--- src/design/gpa_pkg.sv ---
/*
  constants shared by the port a block: register byte offsets, reset values,
  field positions and the shape of the output priority table.
  assumes a 32-bit avalon-mm slave with byte addresses and one word per register.
*/
package gpa_pkg;

    localparam int          PIN_N      = 8;
    localparam int          SLOT_N     = 5;
    localparam int          LATCH_SLOT = 4;
    localparam int          ANSEL_W    = 6;
    localparam int          ADDR_W     = 5;

    // register byte offsets
    localparam logic [4:0]  OFF_PIN_VALUE = 5'h00;
    localparam logic [4:0]  OFF_DIRECTION = 5'h04;
    localparam logic [4:0]  OFF_LATCH     = 5'h08;
    localparam logic [4:0]  OFF_ANALOG    = 5'h0C;
    localparam logic [4:0]  OFF_PIN_SEL   = 5'h10;

    // reset values and the pin select write mask
    localparam logic [7:0]  DIR_RST   = 8'hFF;
    localparam logic [5:0]  ANSEL_RST = 6'h3F;
    localparam logic [7:0]  PSEL_RST  = 8'h00;
    localparam logic [7:0]  PSEL_MASK = 8'h0E;
    localparam logic [31:0] RD_ZERO   = 32'h0000_0000;

    // pin select fields
    localparam int          SEL_SR_LATCH_INVERTED_OUTPUT_BIT = 3;
    localparam int          SEL_C2_BIT   = 2;
    localparam int          SEL_SS_BIT   = 1;

    // pins that carry the movable functions
    localparam int          PIN_ALT  = 0;
    localparam int          PIN_HOME = 5;

endpackage : gpa_pkg

--- src/design/gpa_cand_if.sv ---
/*
  candidate drivers of each port pin, slot 0 highest priority, and the winner.
  assumes the latch always sits in the last slot with its enable set.
*/
interface gpa_cand_if;
    import gpa_pkg::*;

    logic [PIN_N-1:0][SLOT_N-1:0] en;
    logic [PIN_N-1:0][SLOT_N-1:0] val;
    logic [PIN_N-1:0][SLOT_N-1:0] hiz;
    logic [PIN_N-1:0]             win_val;
    logic [PIN_N-1:0]             win_hiz;

    modport src (output en, output val, output hiz, input win_val, input win_hiz);
    modport res (input en, input val, input hiz, output win_val, output win_hiz);

endinterface : gpa_cand_if

--- src/design/gpa_port.sv ---
/*
  eight-pin general purpose port with direction, output latch, analog select,
  alternate pin selects and fixed output priority, behind an avalon-mm slave.
  assumes pins are asynchronous to mclk; peripheral enables and values come
  from logic on mclk; rst is synchronous, active high.
*/
// Our own choices: the register addresses and the Avalon-MM interface to the registers.
module gpa_port
    import gpa_pkg::*;
(
    input  wire logic                mclk,
    input  wire logic                rst,
    input  wire logic [ADDR_W-1:0]   avs_address,
    input  wire logic                avs_read,
    input  wire logic                avs_write,
    input  wire logic [31:0]         avs_writedata,
    input  wire logic [3:0]          avs_byteenable,
    output logic      [31:0]         avs_readdata,
    output logic                     avs_waitrequest,
    input  wire logic [PIN_N-1:0]    pin_i,
    output logic      [PIN_N-1:0]    pin_o,
    output logic      [PIN_N-1:0]    pin_oe_n,
    input  wire logic                pkg_28pin,
    input  wire logic [2:0]          vcap_en,
    input  wire logic                osc_out_en,
    input  wire logic                clk_out_en,
    input  wire logic                clock_output,
    input  wire logic                osc_in_en,
    input  wire logic [PIN_N-1:0]    lcd_en,
    input  wire logic [PIN_N-1:0]    lcd_val,
    input  wire logic                lcd_com3_en,
    input  wire logic                lcd_com3_val,
    input  wire logic                sr_q_en,
    input  wire logic                sr_latch_output,
    input  wire logic                sr_nq_en,
    input  wire logic                sr_latch_inverted_output,
    input  wire logic                comp1_en,
    input  wire logic                comparator1_output,
    input  wire logic                comp2_en,
    input  wire logic                comparator2_output,
    input  wire logic                dac_out_en,
    input  wire logic                capture_compare_5_en,
    input  wire logic                capture_compare_5,
    output logic                     slave_select_in,
    output logic      [PIN_N-1:0]    analog_active
);

    ////////////////////////////////////////////////////////////////////////////
    // pin input synchroniser and digital read path

    logic [PIN_N-1:0]   pin_meta_q;
    logic [PIN_N-1:0]   pin_sync_q;
    logic [PIN_N-1:0]   pin_read;
    logic [PIN_N-1:0]   ansel_full;

    always_ff @(posedge mclk) begin
        if (rst) begin
            pin_meta_q <= '0;
            pin_sync_q <= '0;
        end else begin
            pin_meta_q <= pin_i;
            pin_sync_q <= pin_meta_q;
        end
    end

    ////////////////////////////////////////////////////////////////////////////
    // registers

    logic [PIN_N-1:0]   dir_q;
    logic [ANSEL_W-1:0] ansel_q;
    logic [PIN_N-1:0]   psel_q;
    logic [PIN_N-1:0]   latch_q;
    logic               ack_q;
    logic [31:0]        rdata_q;
    logic               wr_go;
    logic               be0;
    logic [31:0]        rd_mux;

    assign ansel_full    = {{(PIN_N - ANSEL_W){1'b0}}, ansel_q};
    assign pin_read      = pin_sync_q & ~ansel_full;
    assign analog_active = ansel_full;

    // one wait state: the request is seen, then answered on the next edge
    assign avs_waitrequest = (avs_read | avs_write) & ~ack_q;
    assign wr_go           = avs_write & ack_q;
    assign be0             = avs_byteenable[0];
    assign avs_readdata    = rdata_q;

    always_comb begin
        case (avs_address)
            OFF_PIN_VALUE: rd_mux = {24'h00_0000, pin_read};
            OFF_DIRECTION: rd_mux = {24'h00_0000, dir_q};
            OFF_LATCH:     rd_mux = {24'h00_0000, latch_q};
            OFF_ANALOG:    rd_mux = {24'h00_0000, ansel_full};
            OFF_PIN_SEL:   rd_mux = {24'h00_0000, psel_q};
            default:       rd_mux = RD_ZERO;
        endcase
    end

    always_ff @(posedge mclk) begin
        if (rst) begin
            ack_q   <= 1'b0;
            rdata_q <= RD_ZERO;
        end else begin
            ack_q <= (avs_read | avs_write) & ~ack_q;
            if (avs_read && !ack_q) begin
                rdata_q <= rd_mux;
            end
        end
    end

    always_ff @(posedge mclk) begin
        if (rst) begin
            dir_q <= DIR_RST;
        end else if (wr_go && be0 && avs_address == OFF_DIRECTION) begin
            dir_q <= avs_writedata[PIN_N-1:0];
        end
    end

    always_ff @(posedge mclk) begin
        if (rst) begin
            ansel_q <= ANSEL_RST;
        end else if (wr_go && be0 && avs_address == OFF_ANALOG) begin
            ansel_q <= avs_writedata[ANSEL_W-1:0];
        end
    end

    always_ff @(posedge mclk) begin
        if (rst) begin
            psel_q <= PSEL_RST;
        end else if (wr_go && be0 && avs_address == OFF_PIN_SEL) begin
            psel_q <= avs_writedata[PIN_N-1:0] & PSEL_MASK;
        end
    end

    // the latch has no reset: its content survives every reset
    always_ff @(posedge mclk) begin
        if (wr_go && avs_address == OFF_LATCH && be0) begin
            latch_q <= avs_writedata[PIN_N-1:0];
        end else if (wr_go && avs_address == OFF_PIN_VALUE) begin
            // pins are read, the addressed byte replaced, all of it stored;
            // analog pins read zero, so without byteenable[0] their latch bits get cleared here
            latch_q <= be0 ? avs_writedata[PIN_N-1:0] : pin_read;
        end
    end

    ////////////////////////////////////////////////////////////////////////////
    // output priority and pin drive

    gpa_cand_if cand ();

    logic sel_sr;
    logic sel_c2;

    assign sel_sr = psel_q[SEL_SR_LATCH_INVERTED_OUTPUT_BIT];
    assign sel_c2 = psel_q[SEL_C2_BIT];

    // functions marked hiz claim the pin but leave the digital driver off
    always_comb begin
        cand.en  = '0;
        cand.val = '0;
        cand.hiz = '0;
        for (int p = 0; p < PIN_N; p++) begin
            cand.en[p][LATCH_SLOT]  = 1'b1;
            cand.val[p][LATCH_SLOT] = latch_q[p];
        end
        // pin 0
        cand.en[0][0]  = vcap_en[0];
        cand.hiz[0][0] = 1'b1;
        cand.en[0][1]  = lcd_en[0];
        cand.val[0][1] = lcd_val[0];
        cand.en[0][2]  = sr_nq_en & sel_sr;
        cand.val[0][2] = sr_latch_inverted_output;
        cand.en[0][3]  = comp2_en & sel_c2;
        cand.val[0][3] = comparator2_output;
        // pin 1
        cand.en[1][0]  = lcd_en[1];
        cand.val[1][0] = lcd_val[1];
        // pin 2: lcd common 2 then dac
        cand.en[2][0]  = lcd_en[2];
        cand.val[2][0] = lcd_val[2];
        cand.en[2][1]  = dac_out_en;
        cand.hiz[2][1] = 1'b1;
        // pin 3
        cand.en[3][0]  = lcd_com3_en & pkg_28pin;
        cand.val[3][0] = lcd_com3_val;
        cand.en[3][1]  = lcd_en[3];
        cand.val[3][1] = lcd_val[3];
        // pin 4
        cand.en[4][0]  = lcd_en[4];
        cand.val[4][0] = lcd_val[4];
        cand.en[4][1]  = sr_q_en;
        cand.val[4][1] = sr_latch_output;
        cand.en[4][2]  = comp1_en;
        cand.val[4][2] = comparator1_output;
        cand.en[4][3]  = capture_compare_5_en & pkg_28pin;
        cand.val[4][3] = capture_compare_5;
        // pin 5
        cand.en[5][0]  = vcap_en[1];
        cand.hiz[5][0] = 1'b1;
        cand.en[5][1]  = lcd_en[5];
        cand.val[5][1] = lcd_val[5];
        cand.en[5][2]  = sr_nq_en & ~sel_sr;
        cand.val[5][2] = sr_latch_inverted_output;
        cand.en[5][3]  = comp2_en & ~sel_c2;
        cand.val[5][3] = comparator2_output;
        // pin 6
        cand.en[6][0]  = vcap_en[2];
        cand.hiz[6][0] = 1'b1;
        cand.en[6][1]  = osc_out_en;
        cand.hiz[6][1] = 1'b1;
        cand.en[6][2]  = clk_out_en;
        cand.val[6][2] = clock_output;
        cand.en[6][3]  = lcd_en[6];
        cand.val[6][3] = lcd_val[6];
        // pin 7
        cand.en[7][0]  = osc_in_en;
        cand.hiz[7][0] = 1'b1;
        cand.en[7][1]  = lcd_en[7];
        cand.val[7][1] = lcd_val[7];
    end

    gpa_prio u_prio (
        .cand (cand)
    );

    // analog select takes no part here: digital drive depends on direction and the winner's hiz flag
    always_ff @(posedge mclk) begin
        if (rst) begin
            pin_oe_n <= {PIN_N{1'b1}};
            pin_o    <= '0;
        end else begin
            pin_oe_n <= dir_q | cand.win_hiz;
            pin_o    <= ~(dir_q | cand.win_hiz) & cand.win_val;
        end
    end

    assign slave_select_in = psel_q[SEL_SS_BIT] ? pin_read[PIN_ALT]
                                                : pin_read[PIN_HOME];
endmodule : gpa_port

--- src/design/gpa_prio.sv ---
/*
  fixed priority resolver: for every pin the enabled slot with the lowest
  index wins. assumes slot LATCH_SLOT is always enabled, so a winner exists.
*/
module gpa_prio
    import gpa_pkg::*;
(
    gpa_cand_if.res cand
);

    for (genvar p = 0; p < PIN_N; p++) begin : g_pin
        logic wv;
        logic wh;

        always_comb begin
            wv = 1'b0;
            wh = 1'b0;
            // walk upward in priority so the highest enabled slot is taken last
            for (int k = SLOT_N - 1; k >= 0; k--) begin
                if (cand.en[p][k]) begin
                    wv = cand.val[p][k];
                    wh = cand.hiz[p][k];
                end
            end
        end

        assign cand.win_val[p] = wv;
        assign cand.win_hiz[p] = wh;
    end

endmodule : gpa_prio

--- config.mk ---
export PLATFORM = sky130hd
export DESIGN_NAME = gpa_port
export DESIGN_NICKNAME = d
export VERILOG_FILES = /design/src/design/gpa_pkg.sv /design/src/design/gpa_cand_if.sv /design/src/design/gpa_port.sv /design/src/design/gpa_prio.sv
export SDC_FILE = /design/constraint.sdc
export NUM_CORES = 1
export LEC_CHECK = 0
export ABC_AREA = 1
export ABC_CLOCK_PERIOD_IN_PS = 1600
export BUFFER_PORTS_ARGS = -buffer_cell sky130_fd_sc_hd__buf_2
export CAP_MARGIN = 30
export CORE_MARGIN = 2
export CORE_UTILIZATION = 49
export DETAILED_ROUTE_END_ITERATION = 10
export PLACE_DENSITY = 0.81
export SLEW_MARGIN = 5
export SYNTH_ARGS = -nofsm -noshare
export SYNTH_HDL_FRONTEND = slang
export SYNTH_HIERARCHICAL = 1
export SYNTH_SLANG_ARGS = --single-unit
--- constraint.sdc ---
create_clock -name mclk -period 1.6 [get_ports mclk]
set_input_delay 0.16 -clock mclk [delete_from_list [all_inputs] [get_ports mclk]]
set_output_delay 0.16 -clock mclk [all_outputs]
set_load 0.005 [all_outputs]
==> impl_metrics.json, run 1 <==
{
  "drt_iter0_drc": 148,
  "die_x_um": 91.17,
  "rsz0062_at_grt": "false",
  "r2r_start": "ack_q",
  "antenna_found_initial": 0,
  "grt_pass1_vias": 3374,
  "critPathMaxStageDelay_ps": 350,
  "vdd_drop_max_v": 0.0007091,
  "ant_nets": 0,
  "dr.pass1.iters": 4,
  "syn_to_final_growth_pct": 26.58,
  "hold_end": "pin_meta_q[4]",
  "start_util": 0.5106,
  "ys_ff_latch": 66,
  "nets": 860,
  "track_usage": 0.2112,
  "pwr-share-seq": 0.471,
  "grt_pass1_wl_um": 14240,
  "via_per_inst": 4.307,
  "cap_violations": 0,
  "hold_start": "pin_i[4]",
  "htree_levels": 3,
  "critPathKind": "register to output pin",
  "yosysUniqueCellTypes": 21,
  "worst_path_max_delay_cell": "dfxtp_1",
  "clockRootBuffer": "clkbuf_8",
  "drcViolationCount": 0,
  "core_area_mm2": 0.007292,
  "path_cells": "nor2_1 > inv_1 > o21ai_0 > buf_2",
  "diodes": 0,
  "clk_latency_ps": 350,
  "gp_congestion": 0.8753,
  "async_reset_ff_frac": 0,
  "yosys_warnings": 6,
  "grt_max_degree": 26,
  "syn_area_mm2": 0.003724,
  "synthCells": 582,
  "slew_violations": 0,
  "cp-end-kind": "output pin",
  "cts_num_sinks": 66,
  "cp_max_fo": 4,
  "fin_ws_ps": 203.7,
  "startpoint_type": "register",
  "cp.required_ps": 1440,
  "min_delay_path_depth": 3,
  "drive_gt1_frac": 0.1703,
  "max_freq_mhz": 716.2,
  "power.switching_mw": 1.013,
  "fin_crit_ps": 1396,
  "die_area_mm2": 0.008312,
  "pre_cts_slack_ps": 113.9,
  "routedWlPerCell_um": 9.819,
  "min_path_type": "input port to register",
  "arrival_ps": 1240,
  "clock_path_buffers": 2,
  "io_pins": 148,
  "totalWireLength_um": 8582,
  "yosysTopAreaCell": "dfxtp_1",
  "hold_violations": 0,
  "fp.dieH_um": 91.17,
  "status": "complete, no violations",
  "clockPowerShare": 0.403,
  "synth_common_cells": "nand2_1 (215), inv_1 (78), dfxtp_1 (58), nor2_1 (54), buf_4 (44)",
  "cts_buffers": 9,
  "synth_ff_type": "dfxtp_1",
  "pwr-share-comb": 0.126,
  "leakagePower_nw": 2.615,
  "setup_viol": 0,
  "synth_top_area_share": 0.3118,
  "grt-ovfl-total": 0,
  "syn_avg_cell_area_um2": 6.398,
  "clock-skew-final_ps": 8.803,
  "clk_pin_slew_ps": 80,
  "row_count": 31,
  "dpl.hpwl_um": 6733,
  "p_int_mw": 2.616,
  "finish.utilization": 0.6464,
  "timing.rr.end": "ansel_q[5]",
  "cts_tree": "built",
  "r2r_slack_ps": 250,
  "fin_setup_tns_ps": 0,
  "ys_seq_area_frac": 0.3763,
  "synth_area_leaders": "dfxtp_1 (31%), nand2_1 (22%), buf_4 (8.9%)",
  "reg2reg_depth": 7,
  "io_buffers": 94,
  "switching_share": 0.2792,
  "power-per-cell-area_mw_per_mm2": 770.0,
  "num_vias": 3764,
  "synth.most_common_cell": "nand2_1",
  "synth_edf_count": 8,
  "fin_crit_sh": 0.8727
}
[sequential cells by signal, indices dropped and copies added (netlist names)]
register,count
pin_oe_n,8
ansel_q,6
avs_readdata,8
psel_q,3
pin_o,8
dir_q,8
latch_q,8
pin_sync_q,8
ack_q,1
pin_meta_q,8
[cells in the final DEF, fill, tap and decap left out]
cell type / n
nand2_1: 215
conb_1: 125
buf_2: 94
inv_1: 78
dfxtp_1: 58
nor2_1: 54
a21oi_1: 41
nand3_1: 34
nand4_1: 18
clkbuf_8: 9
edfxtp_1: 8
buf_4: 8
o21ai_0: 5
inv_2: 5
nor2_4: 4
inv_6: 4
nor2_2: 2
nand3_2: 2
o211ai_1: 2
clkinv_4: 2
dlygate4sd3_1: 2
nor2_8: 1
and3_1: 1
clkinv_1: 1
nor3_1: 1
bufinv_16: 1
[per-stage QoR]
step / cell area, um^2 / power (mW) / std cells / hold WS, ps
after floorplan: 4185 / 2.123 / 705 / 267.0
after global placement: 4487 / 2.173 / 856 / 363.5
after detailed placement: 4487 / 2.185 / 856 / 365.8
after CTS: 4713 / 3.638 / 874 / 5.981
after global routing: 4713 / 3.823 / 874 / 18.36
final: 4713 / 3.629 / 874 / 10.38
[power by group through the flow]
stage | clock, mW | sequential (mW) | combinational [mW]
finish | 1.46 | 1.71 | 0.456
global route | 1.58 | 1.71 | 0.535
CTS | 1.49 | 1.71 | 0.443
detailed placement | 0 | 1.75 | 0.437
global placement | 0 | 1.75 | 0.425
floorplan | 0 | 1.75 | 0.376
[worst max path at each step]
stage,start,to,slack (ps)
global placement,avs_address[4],latch_q[5],190
floorplan,avs_address[4],latch_q[0],100
finish,ansel_q[5],slave_select_in,200
global route,ansel_q[5],slave_select_in,30
detailed placement,avs_address[4],latch_q[5],110
CTS,ansel_q[5],slave_select_in,170
[metal layers]
layer  wire length, um  GRT usage  share of wire  vias up
met5                 0          0              0        -
met4               152    0.07828          0.018        0
met3               623    0.05311          0.073       14
met2              4035     0.3623           0.47      136
met1              3771     0.2551           0.44     1607
li1                  -          -              -     2007
[critical path, delay by kind of cell (launching register included)]
kind                   cells  cell delay, ps
buffers and inverters      2             210
and+or+nand+nor            1             150
AOI/OAI and AO/OA          1             180
DFF                        1             350
[repair_timing]
item                                    4_1_cts  5_1_grt
resized for setup                             0        0
endpoints found under the setup margin        0        0
setup buffers                                 0        0
hold endpoints to repair                      2        0
hold buffers                                  2        0
[cell type report]
cell class                      count  area [um^2]
Fill cell                         665         2579
Multi-Input combinational cell    505         2116
Sequential cell                    66         1401
Timing Repair Buffer              104        550.5
Inverter                           84        315.3
Clock buffer                        9        123.9
Tap cell                           99        123.9
Clock inverter                      7        82.58
[kinds of logic (layout without fill, tap and decap cells)]
group           Yosys count  count (layout)  share of synthesized area
simple gates            332             332                     0.3763
buf+inv                 134             204                     0.1794
flops                    66              66                     0.3763
compound gates           48              48                    0.06586
other cells               2             125                   0.002017
Power figures use the tool's default switching activity.
==> run 2: changes to the inputs <==
--- a/config.mk
+++ b/config.mk
@@ -6,10 +6,8 @@
 export NUM_CORES = 1
 export LEC_CHECK = 0
 export ABC_AREA = 1
-export ABC_CLOCK_PERIOD_IN_PS = 1600
+export ABC_CLOCK_PERIOD_IN_PS = 1300
 export BUFFER_PORTS_ARGS = -buffer_cell sky130_fd_sc_hd__buf_2
-export CAP_MARGIN = 30
-export CORE_MARGIN = 2
 export CORE_UTILIZATION = 49
 export DETAILED_ROUTE_END_ITERATION = 10
 export PLACE_DENSITY = 0.81
==> constraint.sdc (replaced) <==
create_clock -name mclk -period 1.3 [get_ports mclk]
set_input_delay 0.13 -clock mclk [delete_from_list [all_inputs] [get_ports mclk]]
set_output_delay 0.13 -clock mclk [all_outputs]
set_load 0.005 [all_outputs]
==> run 2 against run 1 <==
Effect of this change: clock power grew 23%; register-to-register slack worse by 140 ps; sequential share of layout area is 1.4 points lower; non-clock buffer count is 25 higher; routed wire length increased by 0.80%; combinational power is 34% higher; critical path type unchanged.
==> impl_metrics.json, run 2 (same netlist as run 1, synthesis figures left out) <==
{
  "drt_iter0_drc": 178,
  "stdcell_area_mm2": 0.004954,
  "ant_nets": 0,
  "die_area_mm2": 0.007951,
  "critPathKind": "register to output pin",
  "slew_violations": 0,
  "clk_latency_ps": 340,
  "gp_congestion": 0.8465,
  "cp.required_ps": 1170,
  "worst_path_max_delay_cell": "dfxtp_1",
  "place_inst": 870,
  "fillers": 652,
  "htree_levels": 3,
  "core_area_mm2": 0.007292,
  "final_common_cell": "nand2_1",
  "grt_max_degree": 26,
  "dpl.hpwl_um": 6814,
  "clockRootBuffer": "clkbuf_8",
  "via_per_inst": 4.293,
  "cts_tree": "built",
  "totalWireLength_um": 8651,
  "cap_violations": 0,
  "drive_gt1_frac": 0.2000,
  "cp_max_fo": 3,
  "grt_pass1_vias": 3379,
  "diodes": 0,
  "cp_top_family": "flip-flops",
  "nets": 885,
  "fp.dieH_um": 89.17,
  "crit_cells": 5,
  "min_delay_path_depth": 3,
  "track_usage": 0.2253,
  "fin_crit_sh": 0.9433,
  "min_path_type": "input port to register",
  "regArea_mm2": 0.001405,
  "arrival_ps": 1100,
  "drcViolationCount": 0,
  "die_x_um": 89.17,
  "num_vias": 3859,
  "path_cells": "inv_1 > nor2_2 > nand2_1 > o21ai_2 > buf_2",
  "reg2reg_depth": 10,
  "clock_path_buffers": 2,
  "max_freq_mhz": 815.5,
  "total_power_mw": 4.511,
  "hold_violations": 0,
  "setup_viol": 0,
  "layout_common_cells": "nand2_1 (215), conb_1 (125), buf_2 (94), inv_1 (76), dfxtp_1 (57)",
  "cp-end-kind": "output pin",
  "critPathMaxStageDelay_ps": 310,
  "grt-ovfl-total": 0,
  "syn_to_final_growth_pct": 33.03,
  "fin_crit_ps": 1226,
  "dr.pass1.iters": 5,
  "fin_setup_tns_ps": 0,
  "startpoint_type": "register",
  "cts_num_sinks": 66,
  "grt_pass1_wl_um": 13720,
  "status": "complete, no violations",
  "power-per-cell-area_mw_per_mm2": 910.7,
  "antenna_found_initial": 0,
  "clock-skew-final_ps": 6.833,
  "routedWlPerCell_um": 9.623,
  "clk_pin_slew_ps": 80,
  "leakagePower_nw": 2.741,
  "fin_ws_ps": 73.69,
  "vdd_drop_max_v": 0.0007828,
  "cts_buffers": 9,
  "pre_cts_slack_ps": 7.012,
  "start_util": 0.5106,
  "multi_input_area_mm2": 0.002140,
  "io_pins": 148,
  "final_cells": 899,
  "row_count": 31,
  "io_buffers": 94,
  "place_area_mm2": 0.004612,
  "path_buf_inv": 2
}
## run 2: changes by cell type in the layout (fill, tap and decap cells not counted), moves of 2 or more
cell,change
buf_4,+18
nor2_2,+3
nor2_1,-4
inv_1,-2
dlygate4sd3_1,+6
clkinv_4,-2
inv_2,+2
## run 2: timing repair
item / CTS / global route
gates resized for setup: 3 / 7
pin swaps: 1 / 4
hold buffers: 8 / 0
setup buffers: 0 / 5
endpoints found under the hold margin: 8 / 0
endpoints found under the setup margin: 1 / 13
## run 2: area by class of cell
type,instances,share of cell area
sequential,66,0.2837
inverter,84,0.06365
clock inverter,7,0.01617
multi-input combinational,505,0.4319
tap,99,0.02501
clock buffer,9,0.02501
timing repair buffer,129,0.1546
## run 2: worst paths after layout
| path | startpoint | to | slack [ps] |
|---|---|---|---|
| worst max register to register | psel_q[2] | pin_o[5] | 110 |
| worst max-delay path | pin_sync_q[0] | slave_select_in | 70 |
| worst min register to register | pin_meta_q[3] | pin_sync_q[3] | 400 |
| worst min-delay path | avs_writedata[7] | dir_q[7] | 20 |
## run 2: routing by layer
| layer | track usage | wire [um] | vias up |
|---|---|---|---|
| li1 | - | - | 2059 |
| met4 | 0.07937 | 70 | 0 |
| met3 | 0.04894 | 533 | 7 |
| met2 | 0.4115 | 4272 | 134 |
| met1 | 0.2587 | 3775 | 1659 |
| met5 | 0 | 0 | - |
## run 2: power breakdown
group / internal, mW / total, mW / switching (mW)
clock: 0.921 / 1.80 / 0.878
combinational: 0.249 / 0.612 / 0.363
sequential: 2.09 / 2.10 / 0.0123
## run 2: worst register-to-register path, stage by stage, from the launching register on
cell and delay, ps:
dfxtp_1 360, nor2_1 220, inv_1 90, nand3_1 70
nand2_1 60, nand2_1 50, nand2_1 40, nand2_1 50
nand2_1 50, inv_1 50, nor2_1 40
## run 2: stage by stage
stage,util,hold WS (ps)
3_3_place_gp,0.6325,332.6
4_1_cts,0.6721,6.919
5_1_grt,0.6793,20.48
2_1_floorplan,-,237.0
6_report,0.6793,19.80
3_5_place_dp,0.6325,337.2
